--- src/shrp_pkg.sv ---
// Constants shared by both ends of the serial host register port
package shrp_pkg;
  localparam int WORD_W = 16;
  localparam int ADDR_W = 12;
  localparam int CNT_W = 4;
  localparam int TIM_W = 8;
  localparam int RW_BIT = 15;
  localparam int STEP_BIT = 12;
  localparam int ADDR_MSB = 11;
  localparam logic [WORD_W-1:0] WORD_RST = 16'h0000;
  localparam logic [CNT_W-1:0] LAST_BIT = 4'hf;
  // System clock and link timing
  localparam real CLK_NS = 8.0;
  localparam real SCLK_HALF_NS = 80.0;
  localparam real CS_SETUP_NS = 1.5;
  localparam real WR_GAP_NS = 100.0;
  localparam real RD_WAIT_NS = 222.6;
  localparam real CS_HOLD_NS = 445.0;
  localparam int SCLK_HALF_CYC = int'($ceil(SCLK_HALF_NS / CLK_NS));
  localparam int CS_SETUP_CYC = int'($ceil(CS_SETUP_NS / CLK_NS));
  localparam int WR_GAP_CYC = int'($ceil(WR_GAP_NS / CLK_NS));
  localparam int RD_WAIT_CYC = int'($ceil(RD_WAIT_NS / CLK_NS));
  localparam int CS_HOLD_CYC = int'($ceil(CS_HOLD_NS / CLK_NS));
  // Host register offsets
  localparam int HREG_W = 3;
  localparam logic [HREG_W-1:0] HREG_CMD = 3'h0;
  localparam logic [HREG_W-1:0] HREG_TXD = 3'h1;
  localparam logic [HREG_W-1:0] HREG_RXD = 3'h2;
  localparam logic [HREG_W-1:0] HREG_END = 3'h3;
  localparam logic [HREG_W-1:0] HREG_STAT = 3'h4;
  // Host status bit positions
  localparam int STAT_BUSY = 0;
  localparam int STAT_OPEN = 1;
  localparam int STAT_RXV = 2;
  localparam int STAT_WDONE = 3;
endpackage

--- src/shrp_if.sv ---
// Four-wire link between host and device
`timescale 1ns/1ps
`default_nettype none
interface shrp_if;
  logic sclk;
  logic serial_in;
  logic cs_n;
  logic serial_chain_out;
  modport host (
    output sclk,
    output serial_in,
    output cs_n,
    input  serial_chain_out
  );
  modport dev (
    input  sclk,
    input  serial_in,
    input  cs_n,
    output serial_chain_out
  );
endinterface
`default_nettype wire

--- src/shrp_host.sv ---
// Host end: command registers driving the serial link
//
// The implementer's own choices: the strobed register port and the placing of the registers.
`timescale 1ns/1ps
`default_nettype none
module shrp_host (
  input  wire logic                         clk_sys_in,
  input  wire logic                         nrst_in,
  shrp_if.host                              link,
  input  wire logic [shrp_pkg::HREG_W-1:0]  reg_addr_in,
  input  wire logic [shrp_pkg::WORD_W-1:0]  reg_wdata_in,
  input  wire logic                         reg_wr_in,
  input  wire logic                         reg_rd_in,
  output logic [shrp_pkg::WORD_W-1:0]       reg_rdata_out
);

  typedef enum logic [2:0] {
    SHRP_IDLE,
    SHRP_SETUP,
    SHRP_SHIFT,
    SHRP_GAP,
    SHRP_OPEN,
    SHRP_HOLD
  } shrp_hst_t;

  localparam logic [shrp_pkg::TIM_W-1:0] T_HALF = shrp_pkg::TIM_W'(shrp_pkg::SCLK_HALF_CYC - 1);
  localparam logic [shrp_pkg::TIM_W-1:0] T_SET = shrp_pkg::TIM_W'(shrp_pkg::CS_SETUP_CYC - 1);
  localparam logic [shrp_pkg::TIM_W-1:0] T_WGAP = shrp_pkg::TIM_W'(shrp_pkg::WR_GAP_CYC - 1);
  localparam logic [shrp_pkg::TIM_W-1:0] T_RWAIT = shrp_pkg::TIM_W'(shrp_pkg::RD_WAIT_CYC - 1);
  localparam logic [shrp_pkg::TIM_W-1:0] T_HOLD = shrp_pkg::TIM_W'(shrp_pkg::CS_HOLD_CYC - 1);

  logic                         sdo_s1_r;
  logic                         sdo_s2_r;
  shrp_hst_t                    st_r;
  shrp_hst_t                    st_nxt;
  logic [shrp_pkg::TIM_W-1:0]   tim_r;
  logic [shrp_pkg::TIM_W-1:0]   tim_nxt;
  logic [shrp_pkg::CNT_W-1:0]   bit_r;
  logic [shrp_pkg::CNT_W-1:0]   bit_nxt;
  logic [shrp_pkg::WORD_W-1:0]  tx_r;
  logic [shrp_pkg::WORD_W-1:0]  tx_nxt;
  logic [shrp_pkg::WORD_W-1:0]  rx_r;
  logic [shrp_pkg::WORD_W-1:0]  rx_nxt;
  logic [shrp_pkg::WORD_W-1:0]  rxd_r;
  logic [shrp_pkg::WORD_W-1:0]  rxd_nxt;
  logic                         rw_r;
  logic                         rw_nxt;
  logic                         step_r;
  logic                         step_nxt;
  logic                         is_cmd_r;
  logic                         is_cmd_nxt;
  logic                         wdone_r;
  logic                         wdone_nxt;
  logic                         rxv_r;
  logic                         rxv_nxt;
  logic                         sclk_r;
  logic                         sclk_nxt;
  logic                         sdi_r;
  logic                         sdi_nxt;
  logic                         cs_n_r;
  logic                         cs_n_nxt;
  logic [shrp_pkg::WORD_W-1:0]  rdata_r;
  logic [shrp_pkg::WORD_W-1:0]  rdata_nxt;
  logic                         wr_cmd;
  logic                         word_ok;

  // Returning chain data is from another domain
  always_ff @(posedge clk_sys_in) begin
    if (!nrst_in) begin
      sdo_s1_r <= 1'b0;
      sdo_s2_r <= 1'b0;
    end else begin
      sdo_s1_r <= link.serial_chain_out;
      sdo_s2_r <= sdo_s1_r;
    end
  end

  assign wr_cmd  = reg_wr_in && reg_addr_in == shrp_pkg::HREG_CMD;
  assign word_ok = step_r || !wdone_r;

  // Order handling, clock generation and shifting
  always_comb begin
    st_nxt     = st_r;
    tim_nxt    = tim_r;
    bit_nxt    = bit_r;
    tx_nxt     = tx_r;
    rx_nxt     = rx_r;
    rxd_nxt    = rxd_r;
    rw_nxt     = rw_r;
    step_nxt   = step_r;
    is_cmd_nxt = is_cmd_r;
    wdone_nxt  = wdone_r;
    rxv_nxt    = rxv_r;
    sclk_nxt   = sclk_r;
    sdi_nxt    = sdi_r;
    cs_n_nxt   = cs_n_r;
    rdata_nxt  = '0;
    if (reg_rd_in && reg_addr_in == shrp_pkg::HREG_RXD) begin
      rxv_nxt = 1'b0;
    end
    case (st_r)
      SHRP_IDLE: begin
        if (wr_cmd) begin
          // Reserved bits go out as zero
          tx_nxt     = reg_wdata_in & 16'h9fff;
          rw_nxt     = reg_wdata_in[shrp_pkg::RW_BIT];
          step_nxt   = reg_wdata_in[shrp_pkg::STEP_BIT];
          is_cmd_nxt = 1'b1;
          wdone_nxt  = 1'b0;
          cs_n_nxt   = 1'b0;
          sdi_nxt    = reg_wdata_in[shrp_pkg::RW_BIT];
          tim_nxt    = T_SET;
          st_nxt     = SHRP_SETUP;
        end
      end
      SHRP_SETUP: begin
        if (tim_r == '0) begin
          tim_nxt = T_HALF;
          bit_nxt = '0;
          st_nxt  = SHRP_SHIFT;
        end else begin
          tim_nxt = tim_r - 1'b1;
        end
      end
      SHRP_SHIFT: begin
        if (tim_r != '0) begin
          tim_nxt = tim_r - 1'b1;
        end else if (!sclk_r) begin
          sclk_nxt = 1'b1;
          rx_nxt   = {rx_r[shrp_pkg::WORD_W-2:0], sdo_s2_r};
          tim_nxt  = T_HALF;
        end else begin
          sclk_nxt = 1'b0;
          if (bit_r == shrp_pkg::LAST_BIT) begin
            tim_nxt = rw_r ? T_RWAIT : T_WGAP;
            st_nxt  = SHRP_GAP;
            if (!is_cmd_r) begin
              wdone_nxt = 1'b1;
              if (rw_r) begin
                rxd_nxt = rx_r;
                rxv_nxt = 1'b1;
              end
            end
          end else begin
            bit_nxt = bit_r + 1'b1;
            tx_nxt  = {tx_r[shrp_pkg::WORD_W-2:0], 1'b0};
            sdi_nxt = tx_r[shrp_pkg::WORD_W-2];
            tim_nxt = T_HALF;
          end
        end
      end
      SHRP_GAP: begin
        if (tim_r == '0) begin
          st_nxt = SHRP_OPEN;
        end else begin
          tim_nxt = tim_r - 1'b1;
        end
      end
      SHRP_OPEN: begin
        if (reg_wr_in && reg_addr_in == shrp_pkg::HREG_END) begin
          tim_nxt = T_HOLD;
          st_nxt  = SHRP_HOLD;
        end else if (reg_wr_in && word_ok &&
                     ((reg_addr_in == shrp_pkg::HREG_TXD && !rw_r) ||
                      (reg_addr_in == shrp_pkg::HREG_RXD && rw_r))) begin
          tx_nxt     = rw_r ? '0 : reg_wdata_in;
          sdi_nxt    = rw_r ? 1'b0 : reg_wdata_in[shrp_pkg::WORD_W-1];
          is_cmd_nxt = 1'b0;
          tim_nxt    = T_HALF;
          bit_nxt    = '0;
          st_nxt     = SHRP_SHIFT;
        end
      end
      SHRP_HOLD: begin
        if (tim_r == '0) begin
          cs_n_nxt = 1'b1;
          sdi_nxt  = 1'b0;
          st_nxt   = SHRP_IDLE;
        end else begin
          tim_nxt = tim_r - 1'b1;
        end
      end
      default: begin
        st_nxt = SHRP_IDLE;
      end
    endcase
    if (reg_rd_in) begin
      case (reg_addr_in)
        shrp_pkg::HREG_RXD: rdata_nxt = rxd_r;
        shrp_pkg::HREG_STAT: begin
          rdata_nxt[shrp_pkg::STAT_BUSY]  = st_r != SHRP_IDLE && st_r != SHRP_OPEN;
          rdata_nxt[shrp_pkg::STAT_OPEN]  = st_r == SHRP_OPEN;
          rdata_nxt[shrp_pkg::STAT_RXV]   = rxv_r;
          rdata_nxt[shrp_pkg::STAT_WDONE] = wdone_r;
        end
        default: rdata_nxt = '0;
      endcase
    end
  end

  // Host registers
  always_ff @(posedge clk_sys_in) begin
    if (!nrst_in) begin
      st_r     <= SHRP_IDLE;
      tim_r    <= '0;
      bit_r    <= '0;
      tx_r     <= shrp_pkg::WORD_RST;
      rx_r     <= shrp_pkg::WORD_RST;
      rxd_r    <= shrp_pkg::WORD_RST;
      rw_r     <= 1'b0;
      step_r   <= 1'b0;
      is_cmd_r <= 1'b0;
      wdone_r  <= 1'b0;
      rxv_r    <= 1'b0;
      sclk_r   <= 1'b0;
      sdi_r    <= 1'b0;
      cs_n_r   <= 1'b1;
      rdata_r  <= shrp_pkg::WORD_RST;
    end else begin
      st_r     <= st_nxt;
      tim_r    <= tim_nxt;
      bit_r    <= bit_nxt;
      tx_r     <= tx_nxt;
      rx_r     <= rx_nxt;
      rxd_r    <= rxd_nxt;
      rw_r     <= rw_nxt;
      step_r   <= step_nxt;
      is_cmd_r <= is_cmd_nxt;
      wdone_r  <= wdone_nxt;
      rxv_r    <= rxv_nxt;
      sclk_r   <= sclk_nxt;
      sdi_r    <= sdi_nxt;
      cs_n_r   <= cs_n_nxt;
      rdata_r  <= rdata_nxt;
    end
  end

  assign link.sclk      = sclk_r;
  assign link.serial_in = sdi_r;
  assign link.cs_n      = cs_n_r;
  assign reg_rdata_out  = rdata_r;

endmodule
`default_nettype wire

--- src/flat_wrapper.sv ---
// flat-port wrapper written by rule: the top's interface ports become plain ports
module shrp_host_flat 
  (clk_sys_in, nrst_in, reg_addr_in, reg_wdata_in, reg_wr_in, reg_rd_in, reg_rdata_out, link_sclk, link_serial_in, link_cs_n, link_serial_chain_out);
  shrp_if link_i ();
  input  wire logic clk_sys_in;
  input  wire logic nrst_in;
  input  wire logic [shrp_pkg::HREG_W-1:0] reg_addr_in;
  input  wire logic [shrp_pkg::WORD_W-1:0] reg_wdata_in;
  input  wire logic reg_wr_in;
  input  wire logic reg_rd_in;
  output logic [shrp_pkg::WORD_W-1:0] reg_rdata_out;
  output wire logic [$bits(link_i.sclk)-1:0] link_sclk;
  output wire logic [$bits(link_i.serial_in)-1:0] link_serial_in;
  output wire logic [$bits(link_i.cs_n)-1:0] link_cs_n;
  input wire logic [$bits(link_i.serial_chain_out)-1:0] link_serial_chain_out;
  assign link_sclk = link_i.sclk;
  assign link_serial_in = link_i.serial_in;
  assign link_cs_n = link_i.cs_n;
  assign link_i.serial_chain_out = link_serial_chain_out;
  shrp_host u_core (.clk_sys_in(clk_sys_in), .nrst_in(nrst_in), .link(link_i), .reg_addr_in(reg_addr_in), .reg_wdata_in(reg_wdata_in), .reg_wr_in(reg_wr_in), .reg_rd_in(reg_rd_in), .reg_rdata_out(reg_rdata_out));
endmodule
--- config.mk ---
export PLATFORM = sky130hd
export DESIGN_NAME = shrp_host_flat
export DESIGN_NICKNAME = d
export VERILOG_FILES = /design/src/shrp_pkg.sv /design/src/shrp_if.sv /design/src/shrp_host.sv /design/src/flat_wrapper.sv
export SDC_FILE = /design/constraint.sdc
export NUM_CORES = 1
export LEC_CHECK = 0
export ABC_CLOCK_PERIOD_IN_PS = 2200
export BUFFER_PORTS_ARGS = -buffer_cell sky130_fd_sc_hd__buf_4
export CAP_MARGIN = 20
export CORE_ASPECT_RATIO = 1.25
export CORE_MARGIN = 1
export CORE_UTILIZATION = 25
export DETAILED_ROUTE_END_ITERATION = 12
export PLACE_DENSITY = 0.39
export SKIP_LAST_GASP = 1
export SLEW_MARGIN = 30
export SYNTH_ARGS = -nofsm -noshare
export SYNTH_HDL_FRONTEND = slang
export SYNTH_SLANG_ARGS = --single-unit
--- constraint.sdc ---
create_clock -name clk_sys_in -period 2.2 [get_ports clk_sys_in]
set_input_delay 0.22 -clock clk_sys_in [delete_from_list [all_inputs] [get_ports clk_sys_in]]
set_output_delay 0.22 -clock clk_sys_in [all_outputs]
set_load 0.05 [all_outputs]
* Word-level counts from Yosys, hierarchy flattened
Index checks and enable logic that the tools add are counted.
Storage, ports and cells: bits in registers 88, latch bits 0, bits in writable memories 0, memory bits (read-only) 0, input port bits 24, output and inout bits 19, word-level logic and storage cells 151, memories 0
Operators by class: $add $sub $neg 2, $mul 0, div/mod/pow operators 0, order comparisons 0, equality and inequality tests 24, shifts and indexed selects 0, muxes and demuxes 65, bitwise gates (word level) 3, reductions and logical operators 39
Operators with widths (count):
- two-way mux 15 bit | 7
- two-way mux 8 bit | 8
- case mux 15 bit (3 select lines) | 1
- case mux 8 bit (5 select lines) | 1
- two-way mux 3 bit | 9
- two-way mux 1 bit | 25
- two-way mux 4 bit | 6
- case mux 3 bit (6 select lines) | 1
- AND reduction 8 bit | 2
- inequality test 2 x 1 -> 1 bit (second input constant) | 7
- AND reduction 7 bit | 2
- equality test 3 x 2 -> 1 bit (second input constant) | 4
- case mux 4 bit (3 select lines) | 1
- AND reduction 6 bit | 2
- inequality test 2 bit (second input constant) | 5
- equality test 3 bit (second input constant) | 3
- AND reduction 3 bit | 3
- nonzero test 3 bit | 3
- logical AND 1 bit | 8
- logical NOT 8 bit | 1
- case mux 4 bit (2 select lines) | 1
- AND reduction 4 bit | 2
- nonzero test 8 bit | 1
- subtractor 8 x 1 -> 8 bit (second input constant) | 1
- other kinds (17) | 29

* Depth between registers and ports, before layout
word-level depth 9, gate-level depth with buffers 10, gate-level depth less buffers 8

* Worst setup path after synthesis
Ideal clock, no wire load.
path type register -> register, start point register u_core.tim_r[0] (netlist name), end point register u_core.tim_r[7] (netlist name), setup time 115 ps, arrival time 1990 ps, data required time 2085 ps, path slack 95 ps, stages on the path, launching flop included 10, path buffers 1, period minus slack after synthesis 2105 ps, path through dfxtp_1 inv_1 ha_1 nor4b_4 a41oi_1 a21oi_2 or3_1 buf_2 o21a_1 o21a_1
On the way: word-level cells in the longest chain between the ends 3, elaborated cells on any way between the ends 9, classes of those cells add/sub: 1; eq/ne: 1; mux: 4; reduce/logical: 3
RTL lines:
- start, declared | RTL line shrp_host.sv:36 | logic [shrp_pkg::TIM_W-1:0] tim_r;
- start signal, assigned | RTL line shrp_host.sv:221 | tim_r <= tim_nxt;
- subtractor 8 x 1 -> 8 bit (tied with other cells)
- two-way mux 8 bit (tied with other cells) | RTL line shrp_host.sv:153, shrp_host.sv:175
- case mux 8 bit (5 select lines) or AND reduction 4 bit (tied branches)
Parallel ways exist; a longest one is shown, timed or not. The select of a mux whose other input is x is not followed. A chain may end at the register's enable or synchronous reset.

* Worst setup path in the final report
start point register u_core.rw_r, end point register u_core.tx_r[7] (netlist name)
On the way: word-level cells in the longest chain between the ends 6, elaborated cells on any way between the ends 11, classes of those cells eq/ne: 1; mux: 4; reduce/logical: 6
RTL lines:
- start, declared | RTL line shrp_host.sv:46 | logic rw_r;
- start signal, assigned | RTL line shrp_host.sv:226 | rw_r <= rw_nxt;
- logical NOT 1 bit | RTL line shrp_host.sv:164 | ((reg_addr_in == shrp_pkg::HREG_TXD && !rw_r) ||
- logical AND 1 bit | RTL line shrp_host.sv:164
- logical OR 1 bit | RTL line shrp_host.sv:164
- logical AND 1 bit | RTL line shrp_host.sv:163 | end else if (reg_wr_in && word_ok &&
- inequality test 2 x 1 -> 1 bit (no source line)
- AND reduction 7 bit (no source line)
- end signal, assigned | RTL line shrp_host.sv:207 | tx_r <= shrp_pkg::WORD_RST;
- end signal, assigned | RTL line shrp_host.sv:223 | tx_r <= tx_nxt;
- end, declared | RTL line shrp_host.sv:40 | logic [shrp_pkg::WORD_W-1:0] tx_r;
Parallel ways exist; a longest one is shown, timed or not. The select of a mux whose other input is x is not followed.

==> run metrics <==
# diodes=0; commonest non-fill, non-tap cell in the layout=nand2_1; DR vias/cell=4.91; largest family of logic cells by synthesized area=simple AND/OR/NAND/NOR gates; Simple-Gate Fraction of Synth Area=0.256; dpl cell area=4500 um2; Syn Std Cell Area=3820 um2; TNS Setup=0 ns; drt drc=0; Pwr Total=6.26 mW; Crit Path Max Fanout=7; area grow syn2layout=29.0%; TritonCTS buffer count=9; Congestion Overflow GR=0; max-capacitance violation count=0; synth warn=0; adder-cell share of the synthesized area=0.00654; largest net degree at the start of global routing=31; IO Count=43; worst-margin pin slew=0.631 ns; flops & latches, synth=88; Max Fclk=0.466 GHz; asr flop ratio synth=0; Critical Path Source Type=register; final-stage net count=546; Root Buffer=clkbuf_16; 1st-pass router iterations=4; # setup viols final=0; placed insts=686; Final Max Slew Viols=0; Rel. slew slack=0.576; Seq/Total Area, Yosys=0.461; Final min period=2.15 ns; power per cell area=1270 nW/um2; layout cells sized above 1=0.215; Initial Utilization=0.256; Clk pin slew, worst setup/hold paths=0.07 ns; Final GP Congestion=0.842; Final Hold Viols=0; via count=3470; CTS tree=yes; CP Buf/Inv Count=3; Synth cell types=60; Crit. End Element=register; DIE WIDTH=113 um; post-DR wirelength/cell=14.6 um; CP peak stage delay=0.58 ns; Synth Flop Type=dfxtp_1; gr usage total=0.133; Die Y=140 um; worst skew pair latency=0.36 ns; Antenna Nets Post-Route=0; worst vdd ir=0.000465 V; worst setup margin=0.0534 ns; RSZ-0062 raised after global routing=yes; Syn Inst Count=461; CORE AREA=15000 um2; post-route cell area=4930 um2; min-delay worst type=primary input to register; final hold slack=0.0808 ns; detailed-route wire length=10300 um; Row Count=50; Layout Cells excl Fill=707; fillers=1601; crit share post-route=0.976; Largest delay share family, worst path=simple AND/OR/NAND/NOR gates; Die ar.=15800 um2; CP max-delay cell=nor4_1; commonest non-fill, non-tap cells in the layout=nand2_1, dfxtp_1, buf_4; CP Cell Sequence=buf_4 -> nor4_1 -> a2bb2oi_2 -> nor3b_4 -> buf_12 -> clkbuf_16 -> nor2_1 -> a211oi_1; Avg Cell Area, Syn=8.30 um2; CP required=2.47 ns; Layout Skew=0.0102 ns; XOR/XNOR Fraction of Synth Area=0.0114; drt first-iter violations=123; CTS H-tree lvls=3; vias in the first global route=3340; wire length of the first global-routing pass=16300 um; number of port buffers=42; initial antenna violation count=0; EDFF count, synth=0; worst setup path category=register to register; clock buffer depth=2; leakage power=1.85 nW; proportion of synthesized area in mux cells=0.00523; HPWL after DPL=7170 um; pre-CTS WS=-0.0406 ns; WP data arrival=2.42 ns; Clock Sinks=88; R2R setup slack=0.05 ns; compound-gate portion of the synthesized area=0.219; status=completed; fin util=0.330; syn nets=487; post-cts hold buffer count=0
layer usage:
layer	wire length, um	global-route usage	vias up
met4	352	0.0856	0
met5	0	0	-
met1	4220	0.141	1630
li1	-	-	1744
met3	384	0.0277	20
met2	5340	0.237	76
path summary, 6_finish.rpt:
path,from,endpoint,depth (start not counted)
max reg2reg,u_core.rw_r$_SDFFE_PN0P_,u_core.tx_r[7]$_SDFFE_PN0P_,8
min,link_serial_chain_out,u_core.sdo_s1_r$_SDFF_PN0_,2
min reg2reg,u_core.sdo_s2_r$_SDFF_PN0_,u_core.rx_r[0]$_SDFFE_PN0P_,2
max,u_core.rw_r$_SDFFE_PN0P_,u_core.tx_r[7]$_SDFFE_PN0P_,8
Yosys cell counts, drive strengths merged, types with 2 or more instances:
master   instances  area [um2]
nor2            30         115
nor2b            4        25.0
a22oi           15         113
nor3             9        66.3
clkbuf          21        78.8
a2bb2oi          2        23.8
a21oi           56         288
or3b             2        17.5
o21ai           20         100
nand3b           2        15.0
and2            17         106
o21a             3        22.5
a22o             2        17.5
a211oi          14         105
nand2b           5        31.3
nand4            4        25.0
or3              3        18.8
nand2           92         348
inv              8        30.0
mux2i            2        20.0
o31ai            2        15.0
ha               2        25.0
a311oi           2        17.5
dfxtp           88        1760
xnor2            3        26.3
a21o             2        15.0
xor2             2        17.5
nand3           14        70.1
nor4b            3        47.5
a31oi            3        18.8
buf              9        50.0
nor4             2        18.8
nor3b            3        32.5
power by group:
part / total (mW) / switching [mW] / internal [mW]
sequential: 1.93 / 0.149 / 1.78
combinational: 2.63 / 1.50 / 1.13
clock: 1.70 / 0.699 / 1.01
total: 6.26 / 2.35 / 3.92
final cells by class:
class,instances,area (um2),area share
Multi-Input combinational cell,335,1930,0.392
Tap cell,182,228,0.0462
Timing Repair Buffer,78,658,0.133
Clock inverter,7,98.8,0.0200
Inverter,8,30.0,0.00609
Sequential cell,88,1760,0.357
Clock buffer,9,225,0.0457
registers in the layout (all words and copies together), names as in the netlist, 3 cells and up:
signal                count
u_core.reg_rdata_out     16
u_core.rx_r              16
u_core.rxd_r             16
u_core.tx_r              15
u_core.tim_r              8
u_core.bit_r              4
u_core.st_r               3
cells by family (layout without fill, tap and decap cells):
kind of cell | Yosys count | count (layout)
mux | 2 | 2
xor+xnor | 5 | 5
compound gates | 131 | 131
flops | 88 | 88
simple gates | 195 | 195
fa+ha+maj | 2 | 2
buf+inv | 38 | 102
timing repair:
| action | in CTS | in global routing |
|---|---|---|
| resized for setup | 1 | 4 |
| cloned | 0 | 2 |
| pin swaps | 0 | 3 |
| setup endpoints to repair | 3 | 23 |
| setup buffers | 0 | 3 |
Note: power is estimated with default switching activity, not from simulation.
